File: config.mk
export PLATFORM = sky130hd
export DESIGN_NAME = eifst_core
export DESIGN_NICKNAME = d
export VERILOG_FILES = /design/src/hw/eifst_dec.v /design/src/hw/eifst_core.v
export VERILOG_INCLUDE_DIRS = /design/src /design/src/hw
export SDC_FILE = /design/constraint.sdc
export NUM_CORES = 1
export LEC_CHECK = 0
export BUFFER_PORTS_ARGS = -buffer_cell sky130_fd_sc_hd__buf_2
export CAP_MARGIN = 15
export CORE_UTILIZATION = 47
export CTS_BUF_LIST = sky130_fd_sc_hd__clkbuf_16
export DETAILED_ROUTE_END_ITERATION = 7
export GPL_TIMING_DRIVEN = 1
export PLACE_DENSITY_LB_ADDON = 0.12
export SETUP_SLACK_MARGIN = 0.2
export SYNTH_ARGS = -nofsm -noshare
export SYNTH_HDL_FRONTEND = slang
export SYNTH_SLANG_ARGS = --single-unit
File: constraint.sdc
create_clock -name i_core_clk -period 1.75 [get_ports i_core_clk]
set_input_delay 0.35 -clock i_core_clk [delete_from_list [all_inputs] [get_ports i_core_clk]]
set_output_delay 0.35 -clock i_core_clk [all_outputs]
set_load 0.01 [all_outputs]
File: src/hw/eifst_map.vh
// Constants for the external request flag skip test block
`ifndef EIFST_MAP_VH
`define EIFST_MAP_VH

// Instruction word layout
`define EIFST_INSTR_W        10
`define EIFST_OP_SKIP_EXT0   10'h038
`define EIFST_OP_SKIP_EXT1   10'h039

// Request channels
`define EIFST_NCH            2
`define EIFST_CH_EXT0        0
`define EIFST_CH_EXT1        1

// Enable bits inside first_interrupt_control_reg
`define EIFST_EN0_BIT        0
`define EIFST_EN1_BIT        1
`define EIFST_CTRL_W         2
`define EIFST_CTRL_RST       2'h0

// APB register byte offsets
`define EIFST_ADDR_W         8
`define EIFST_OFS_CTRL       8'h00
`define EIFST_OFS_FLAG       8'h04
`define EIFST_OFS_STAT       8'h08
`define EIFST_OFS_CNT        8'h0C

// Status register fields
`define EIFST_STAT_SKIP_BIT  0
`define EIFST_STAT_NOP_BIT   1
`define EIFST_STAT_CH_BIT    2
`define EIFST_STAT_RST       3'h0

// Skip counters, one byte per channel
`define EIFST_CNT_W          8
`define EIFST_CNT_RST        8'h00
`define EIFST_CNT_ONE        8'h01

`define EIFST_DATA_W         32
`define EIFST_DATA_RST       32'h0000_0000

`endif

File: src/hw/eifst_dec.v
// Opcode decode and skip decision for the two request flag tests
`include "eifst_map.vh"

module eifst_dec (
  input  wire                      i_instr_valid,
  input  wire [`EIFST_INSTR_W-1:0] i_instr,
  input  wire [`EIFST_CTRL_W-1:0]  i_enable_bits,
  input  wire [`EIFST_NCH-1:0]     i_request_flags,
  output wire [`EIFST_NCH-1:0]     o_hit,
  output wire [`EIFST_NCH-1:0]     o_skip,
  output wire [`EIFST_NCH-1:0]     o_nop
);

  // Opcode match, one word, one cycle
  assign o_hit[`EIFST_CH_EXT0] = i_instr_valid & (i_instr == `EIFST_OP_SKIP_EXT0);
  assign o_hit[`EIFST_CH_EXT1] = i_instr_valid & (i_instr == `EIFST_OP_SKIP_EXT1);

  // Enable bit set turns the test into a no-operation
  assign o_nop[`EIFST_CH_EXT0] = o_hit[`EIFST_CH_EXT0] & i_enable_bits[`EIFST_EN0_BIT];
  assign o_nop[`EIFST_CH_EXT1] = o_hit[`EIFST_CH_EXT1] & i_enable_bits[`EIFST_EN1_BIT];

  // Skip only with enable clear and flag at one; flag zero falls through
  assign o_skip[`EIFST_CH_EXT0] = o_hit[`EIFST_CH_EXT0] & ~i_enable_bits[`EIFST_EN0_BIT]
                                  & i_request_flags[`EIFST_CH_EXT0];
  assign o_skip[`EIFST_CH_EXT1] = o_hit[`EIFST_CH_EXT1] & ~i_enable_bits[`EIFST_EN1_BIT]
                                  & i_request_flags[`EIFST_CH_EXT1];

endmodule

File: src/hw/eifst_core.v
// External request flag skip test: execute logic, flags and APB registers
//
// What this block does
// - Decode external-0 flag test opcode, one cycle
// - Enable clear, flag one: skip next
// - Skip on external-0 clears its flag
// - Flag zero: next instruction runs normally
// - Enable bit 0 set: test is no-operation
// - Decode external-1 flag test opcode, one cycle
// - Enable clear, flag one: skip next
// - Skip on external-1 clears its flag
// - Flag zero: next instruction runs normally
// - Enable bit 1 set: test is no-operation
`include "eifst_map.vh"

module eifst_core (
  input  wire                      i_core_clk,
  input  wire                      i_nrst,
  // Instruction execute port
  input  wire                      i_instr_valid,
  input  wire [`EIFST_INSTR_W-1:0] i_instr,
  output wire                      o_skip_next,
  output wire                      o_test_done,
  // Request flag set pulses from edge detection
  input  wire                      i_ext0_set,
  input  wire                      i_ext1_set,
  output wire                      o_ext0_request_flag,
  output wire                      o_ext1_request_flag,
  output wire                      o_ext0_enable_bit,
  output wire                      o_ext1_enable_bit,
  // APB slave
  input  wire                      i_psel,
  input  wire                      i_penable,
  input  wire                      i_pwrite,
  input  wire [`EIFST_ADDR_W-1:0]  i_paddr,
  input  wire [`EIFST_DATA_W-1:0]  i_pwdata,
  output wire [`EIFST_DATA_W-1:0]  o_prdata,
  output wire                      o_pready,
  output wire                      o_pslverr
);

  // Register address decode, shared by read and write paths
  function addr_known;
    input [`EIFST_ADDR_W-1:0] addr;
    begin
      addr_known = (addr == `EIFST_OFS_CTRL) || (addr == `EIFST_OFS_FLAG) ||
                   (addr == `EIFST_OFS_STAT) || (addr == `EIFST_OFS_CNT);
    end
  endfunction

  // State
  reg  [`EIFST_CTRL_W-1:0]  ctrl_r;
  reg  [`EIFST_CTRL_W-1:0]  ctrl_nxt;
  reg  [`EIFST_NCH-1:0]     flag_r;
  reg  [`EIFST_NCH-1:0]     flag_nxt;
  reg  [2:0]                stat_r;
  reg  [2:0]                stat_nxt;
  reg                       skip_r;
  reg                       done_r;
  reg                       pready_r;
  reg                       pready_nxt;
  reg                       pslverr_r;
  reg                       pslverr_nxt;
  reg  [`EIFST_DATA_W-1:0]  prdata_r;
  reg  [`EIFST_DATA_W-1:0]  prdata_nxt;
  reg  [`EIFST_DATA_W-1:0]  rd_mux;
  reg  [`EIFST_CNT_W-1:0]   cnt_r [0:`EIFST_NCH-1];

  wire [`EIFST_NCH-1:0]     hit;
  wire [`EIFST_NCH-1:0]     skip;
  wire [`EIFST_NCH-1:0]     nop;
  wire [`EIFST_NCH-1:0]     set_in;
  wire [`EIFST_NCH-1:0]     sw_clr;
  wire                      acc_phase;
  wire                      wr_fire;
  wire                      rd_fire;
  wire                      addr_ok;

  assign set_in[`EIFST_CH_EXT0] = i_ext0_set;
  assign set_in[`EIFST_CH_EXT1] = i_ext1_set;

  // Decode and skip decision
  eifst_dec u_dec (
    .i_instr_valid   (i_instr_valid),
    .i_instr         (i_instr),
    .i_enable_bits   (ctrl_r),
    .i_request_flags (flag_r),
    .o_hit           (hit),
    .o_skip          (skip),
    .o_nop           (nop)
  );

  // APB phase tracking; one wait state keeps all answers registered
  assign acc_phase = i_psel & i_penable;
  assign addr_ok   = addr_known(i_paddr);
  assign wr_fire   = acc_phase & pready_r & i_pwrite & addr_ok;
  assign rd_fire   = acc_phase & ~pready_r & ~i_pwrite;

  // Software clear of flags: write one to the flag register bit
  assign sw_clr = (wr_fire && (i_paddr == `EIFST_OFS_FLAG)) ?
                  i_pwdata[`EIFST_NCH-1:0] : {`EIFST_NCH{1'b0}};

  // Control register next value
  always @* begin
    ctrl_nxt = ctrl_r;
    if (wr_fire && (i_paddr == `EIFST_OFS_CTRL)) begin
      ctrl_nxt = i_pwdata[`EIFST_CTRL_W-1:0];
    end
  end

  // Flag next value; a set in the clearing cycle wins so no request is lost
  genvar ch;
  generate
    for (ch = 0; ch < `EIFST_NCH; ch = ch + 1) begin : g_flag
      always @* begin
        flag_nxt[ch] = flag_r[ch];
        if (skip[ch] || sw_clr[ch]) begin
          flag_nxt[ch] = 1'b0;
        end
        if (set_in[ch]) begin
          flag_nxt[ch] = 1'b1;
        end
      end

      // Skip counter per channel, wraps; cleared by any write to its register
      always @(posedge i_core_clk or negedge i_nrst) begin
        if (!i_nrst) begin
          cnt_r[ch] <= `EIFST_CNT_RST;
        end else if (wr_fire && (i_paddr == `EIFST_OFS_CNT)) begin
          cnt_r[ch] <= `EIFST_CNT_RST;
        end else if (skip[ch]) begin
          cnt_r[ch] <= cnt_r[ch] + `EIFST_CNT_ONE;
        end
      end
    end
  endgenerate

  // Outcome of the last executed test: skipped, no-op, channel
  always @* begin
    stat_nxt = stat_r;
    if (|hit) begin
      stat_nxt[`EIFST_STAT_SKIP_BIT] = |skip;
      stat_nxt[`EIFST_STAT_NOP_BIT]  = |nop;
      stat_nxt[`EIFST_STAT_CH_BIT]   = hit[`EIFST_CH_EXT1];
    end
  end

  // Read data mux; reserved bits read as zero
  always @* begin
    rd_mux = `EIFST_DATA_RST;
    case (i_paddr)
      `EIFST_OFS_CTRL: begin
        rd_mux[`EIFST_CTRL_W-1:0] = ctrl_r;
      end
      `EIFST_OFS_FLAG: begin
        rd_mux[`EIFST_NCH-1:0] = flag_r;
      end
      `EIFST_OFS_STAT: begin
        rd_mux[2:0] = stat_r;
      end
      `EIFST_OFS_CNT: begin
        rd_mux[`EIFST_CNT_W-1:0]                = cnt_r[`EIFST_CH_EXT0];
        rd_mux[2*`EIFST_CNT_W-1:`EIFST_CNT_W] = cnt_r[`EIFST_CH_EXT1];
      end
      default: begin
        rd_mux = `EIFST_DATA_RST;
      end
    endcase
  end

  // APB answer: ready one cycle after access phase starts, then drops
  always @* begin
    pready_nxt  = acc_phase & ~pready_r;
    pslverr_nxt = acc_phase & ~pready_r & ~addr_ok;
    prdata_nxt  = prdata_r;
    if (rd_fire) begin
      prdata_nxt = addr_ok ? rd_mux : `EIFST_DATA_RST;
    end
  end

  // Register bank and execute outputs
  always @(posedge i_core_clk or negedge i_nrst) begin
    if (!i_nrst) begin
      ctrl_r    <= `EIFST_CTRL_RST;
      flag_r    <= {`EIFST_NCH{1'b0}};
      stat_r    <= `EIFST_STAT_RST;
      skip_r    <= 1'b0;
      done_r    <= 1'b0;
      pready_r  <= 1'b0;
      pslverr_r <= 1'b0;
      prdata_r  <= `EIFST_DATA_RST;
    end else begin
      ctrl_r    <= ctrl_nxt;
      flag_r    <= flag_nxt;
      stat_r    <= stat_nxt;
      skip_r    <= |skip;
      done_r    <= |hit;
      pready_r  <= pready_nxt;
      pslverr_r <= pslverr_nxt;
      prdata_r  <= prdata_nxt;
    end
  end

  // Every output comes straight from a flop
  assign o_skip_next         = skip_r;
  assign o_test_done         = done_r;
  assign o_ext0_request_flag = flag_r[`EIFST_CH_EXT0];
  assign o_ext1_request_flag = flag_r[`EIFST_CH_EXT1];
  assign o_ext0_enable_bit   = ctrl_r[`EIFST_EN0_BIT];
  assign o_ext1_enable_bit   = ctrl_r[`EIFST_EN1_BIT];
  assign o_prdata            = prdata_r;
  assign o_pready            = pready_r;
  assign o_pslverr           = pslverr_r;

endmodule

======== After elaboration in Yosys (flattened, before gate mapping) ========
Index checks and enable logic that the tools add are counted.
storage, ports and cells
  input port bits ......................... 58
  word-level logic and storage cells ...... 67
  bits in registers ....................... 59
  output and inout bits ................... 40
operators by class
  $add $sub $neg .......................... 2
  mux-type cells .......................... 13
  reductions and logical operators ........ 16
  bitwise gates (word level) .............. 20
  eq/ne operators ......................... 5
operators by type and width
  kind                                                  count
  two-way mux 8 bit                                     4
  equality test 10 x 6 -> 1 bit, second input constant  2
  adder 8 x 1 -> 8 bit, second input constant           2
  equality test 8 x 4 -> 1 bit, second input constant   2
  two-way mux 16 bit                                    1
  bitwise AND 1 bit                                     15
  two-way mux 13 bit                                    1
  equality test 8 x 3 -> 1 bit, second input constant   1
  logical NOT 8 bit                                     1
  one-hot mux 2 bit (4 select lines)                    1
  nonzero test 2 bit                                    4
  OR reduction 2 bit                                    3
  logical OR 1 bit                                      5
  inverter 1 bit                                        5
  two-way mux 1 bit                                     4
  logical AND 1 bit                                     3
  two-way mux 2 bit                                     1
  one-hot mux 1 bit (2 select lines)                    1

======== Logic depth before layout (Yosys ltp) ========
  depth in word-level cells ............... 10
  gate-level depth with buffers ........... 7
  depth with buffers taken out ............ 5

======== By module ========
A second synthesis with hierarchy kept.
second synthesis, totals
  cells, all modules ...................... 222
  area total of the unflattened synthesis .. 2322.2 um2
modules (own cells, without submodules)
  module      area each (um2)  cells an instance  sequential area each (um2)  instances
  eifst_core  2214.6           205                1076.0                      1
  eifst_dec   107.6            17                 0.0                         1

======== Worst setup path after synthesis ========
No wires, ideal clock.
  path kind ............................... input port to flip-flop
  from .................................... input port i_paddr[5]
  to ...................................... register ctrl_r[0]
  data required time ...................... 1625 ps
  library setup time ...................... 125 ps
  arrival ................................. 1708 ps
  stages .................................. 4
  path slack .............................. -83 ps
  buffers on the path ..................... 0
  cells stage by stage .................... or4_1 -> nor2_2 -> nor4b_2 -> mux2_2
on the way
  cells in the longest elaborated chain, start to end .. 6
  elaborated cells on any way between the ends .. 9
  classes of those cells .................. 3 x eq/ne; 1 x bitwise; 5 x reduce/logical
RTL lines
  what                                                               RTL line          text
  start, declared                                                    eifst_core.v:35   input wire [`EIFST_ADDR_W-1:0] i_paddr,
  equality test 8 x 3 -> 1 bit or logical NOT 8 bit (tied branches)  n/a
  logical OR 1 bit (3 in series)                                     eifst_core.v:46   addr_known = (addr == `EIFST_OFS_CTRL) || (addr == `EIFST_OFS_FLAG) ||
  bitwise AND 1 bit                                                  eifst_core.v:96   assign wr_fire = acc_phase & pready_r & i_pwrite & addr_ok;
  logical AND 1 bit (*)                                              eifst_core.v:106  if (wr_fire && (i_paddr == `EIFST_OFS_CTRL)) begin
  end signal, assigned                                               eifst_core.v:184  ctrl_r <= `EIFST_CTRL_RST;
  end signal, assigned                                               eifst_core.v:193  ctrl_r <= ctrl_nxt;
  end, declared                                                      eifst_core.v:52   reg [`EIFST_CTRL_W-1:0] ctrl_r;
Mark *: on every way between the ends. The rest lies on a longest branch, timed or not.
A chain may end at the register's enable or synchronous reset.

======== Worst setup path in the final report ========
  from .................................... input port i_paddr[6]
  to ...................................... register flag_r[0]
on the way
  cells in the longest elaborated chain, start to end .. 9
  elaborated cells on any way between the ends .. 12
  classes of those cells .................. 3 x eq/ne; 1 x mux; 1 x bitwise; 7 x reduce/logical
RTL lines
  what                                                               RTL line          text
  equality test 8 x 3 -> 1 bit or logical NOT 8 bit (tied branches)  n/a
  logical OR 1 bit (3 in series)                                     eifst_core.v:46
  bitwise AND 1 bit                                                  eifst_core.v:96
  logical AND 1 bit (*)                                              eifst_core.v:100  assign sw_clr = (wr_fire && (i_paddr == `EIFST_OFS_FLAG)) ?
  two-way mux 2 bit (*)                                              eifst_core.v:100
  logical OR 1 bit (*)                                               eifst_core.v:117  if (skip[ch] || sw_clr[ch]) begin
  nonzero test 2 bit (no source line) (*)                            n/a
  end signal, assigned                                               eifst_core.v:185  flag_r <= {`EIFST_NCH{1'b0}};
  end signal, assigned                                               eifst_core.v:194  flag_r <= flag_nxt;
  end, declared                                                      eifst_core.v:54   reg [`EIFST_NCH-1:0] flag_r;
Marks and branches as above.

==> qor.txt <==
status = finished, final reports clean
hold_buf cts = 0
Post-Syn Area = 2140 µm²
CTS Root Cell = clkbuf_16
min cycle time layout = 1580 ps
Final nets = 327
Peak VDD IR = 514 µV
pin slew with the least headroom to its limit = 564 ps
CTS Sinks = 43
TritonCTS clock tree = yes
DR vias/cell = 5.47
via count = 1,749
Fillers = 361
WP data arrival = 1750 ps
pwr dens = 825 nW/µm²
Mapped Cells = 197
Hold Crit Class = in2async
worst endpoint required time = 1920 ps
htree depth = 2
Startpoint Class = input pin
initial antenna violation count = 0
Post-Place Worst Slack = -104 ps
Synth Area in XOR/XNOR = 0.0164
Seq/Total Area, Yosys = 0.502
top-count cell post-synth = dfrtp_1
CP Class = in2reg
synth cell count leaders = 43 x dfrtp_1, 18 x nand2_1, 17 x buf_4
Post-synth EDFFs = 0
DRT Wirelength = 4840 µm
grt ovf = 0
crit-path max FO = 2
Final WS setup = 172 ps
Fmax = 634 MHz
worst skew pair latency = 280 ps
IO Port Bufs = 51
post-synthesis mux area share = 0.0561
synth top area cells = dfrtp_1 50%, buf_4 6.0%, a22o_1 5.3%
area leader, netlist = dfrtp_1
Yosys cell types = 40
Finished Core Util = 0.643
Global Route Usage Sum = 0.216
CTS clk-pin slew, worst paths = 60 ps
Pre-Repair DR Iteration Count = 4
Simple-Gate Fraction of Synth Area = 0.206
DP HPWL = 3290 µm
Primary FF master, synth = dfrtp_1
Synth Warn # = 0
FF+latch area = 1080 µm²
max_slew headroom = 0.624
Die Wd = 69.5 µm
Synth top area share = 0.502
core area = 4350 µm²
max-cap viol count = 0
layout overhead on the synthesized area = 30.8%
static leakage = 1.42 nW
pin count of the biggest net entering global routing = 44
Die Area = 4830 µm²
DRC = 0
Placer Congestion = 0.789
diode count = 0
number of synthesized register bits = 43
Starting Density = 0.492
Iteration-0 DRC Markers = 102
Period Utilization, post-route = 0.902
CTS max path bufs = 2
antenna-violating nets left = 0
Slew Limit Fails = 0
Adder-Cell Fraction of Synth Area = 0.0117
complex-gate fraction of the synthesized area = 0.123
Vert. Die Dim = 69.5 µm
main combinational cell family by area after synthesis = simple AND/OR/NAND/NOR gates
syn_area_per_cell = 10.9 µm²
multi-input logic area = 998 µm²
critical path capture point type = flip-flop
RSZ-0062 raised after global routing = true
fraction of final layout cells sized beyond drive strength 1 = 0.381
row count = 24
number of global-route vias before repair = 1,702
num ports = 98
CTS Buf Count = 5
share of flip-flops with an asynchronous set or reset = 1.00
final setup violation count = 0
Clock Skew = 3.18 ps
wire per inst = 15.1 µm
global-route wire length before repair = 8130 µm
Final Hold Vio Count = 0
flip-flops by register name, indices dropped and copies added (netlist names):
name	cells
cnt_r	16
ctrl_r	2
flag_r	2
o_prdata	16
o_pready	1
o_pslverr	1
o_skip_next	1
o_test_done	1
stat_r	3
repair_timing:
item / in CTS / in global routing
pin swaps: 1 / 7
hold endpoints to repair: 0 / 0
buffers inserted: 4 / 2
endpoints found under the setup margin: 8 / 34
resized for setup: 3 / 12
worst max-delay path, stage by stage:
cell and delay, ps:
buf_6 90, or4_4 560, nor4_2 320, buf_4 170
nand2_1 60, a31o_1 210
kinds of logic (layout without fill, tap and decap cells):
group | after synthesis | count (layout)
compound gates | 38 | 38
flops | 43 | 43
xor+xnor | 4 | 4
buf+inv | 27 | 83
fa+ha+maj | 2 | 2
mux | 9 | 9
simple gates | 73 | 73
other cells | 1 | 16
area by class of cell:
class                      count  share of cell area
sequential                    43               0.385
timing repair buffer          73               0.165
multi-input combinational    142               0.356
tap                           52              0.0232
clock buffer                   5              0.0447
inverter                       2             0.00268
clock inverter                 3              0.0228
metal layers:
metal / up-vias / share of wire / GRT usage
li1: 834 / - / -
met1: 872 / 0.44 / 0.281
met2: 39 / 0.51 / 0.366
met3: 4 / 0.033 / 0.0451
met4: 0 / 0.013 / 0.0612
met5: - / 0 / 0
placed cells by master (no fill, tap or decap), drive strengths merged, types with 3 or more instances in the layout:
master / netlist / final
buf: 22 / 73
dfrtp: 43 / 43
nand2: 18 / 18
conb: 1 / 16
a22o: 13 / 13
nand3: 10 / 10
a21oi: 10 / 10
nor2: 10 / 10
nand4: 7 / 7
or4: 7 / 7
o31ai: 6 / 6
o21ai: 6 / 6
clkbuf: 3 / 5
or3: 5 / 5
xor2: 4 / 4
mux2: 4 / 4
inv: 2 / 3
mux2i: 3 / 3
final timing paths:
check	from	to	slack (ps)	depth (start not counted)
worst max-delay path	i_paddr[6]	flag_r[0]	170	6
worst min-delay path	i_nrst	o_prdata[0]	140	2
worst max register to register	ctrl_r[0]	cnt_r[12]	220	5
worst min register to register	o_prdata[0]	o_prdata[0]	480	2
max in group asynchronous	i_nrst	cnt_r[1]	1190	2
min in group i_core_clk	i_ext0_set	flag_r[0]	260	2
metrics by stage:
step           hold WS (ps)  cells  power [mW]  instance area [µm²]  TNS, ps
5_1_grt                 191    320        2.37                 2800        0
3_5_place_dp            454    306        1.15                 2510    -1910
6_report                145    320        2.31                 2800        0
2_1_floorplan          54.4    212        1.10                 2230    -3.24
3_3_place_gp            454    306        1.15                 2510    -1670
4_1_cts                 160    318        2.32                 2740        0
power by group:
group	switching [mW]	internal, mW	total (mW)
registers	0.00584	1.00	1.01
logic	0.0815	0.0521	0.134
clock network	0.360	0.812	1.17
total	0.447	1.86	2.31
(Power assumes the default switching activity.)
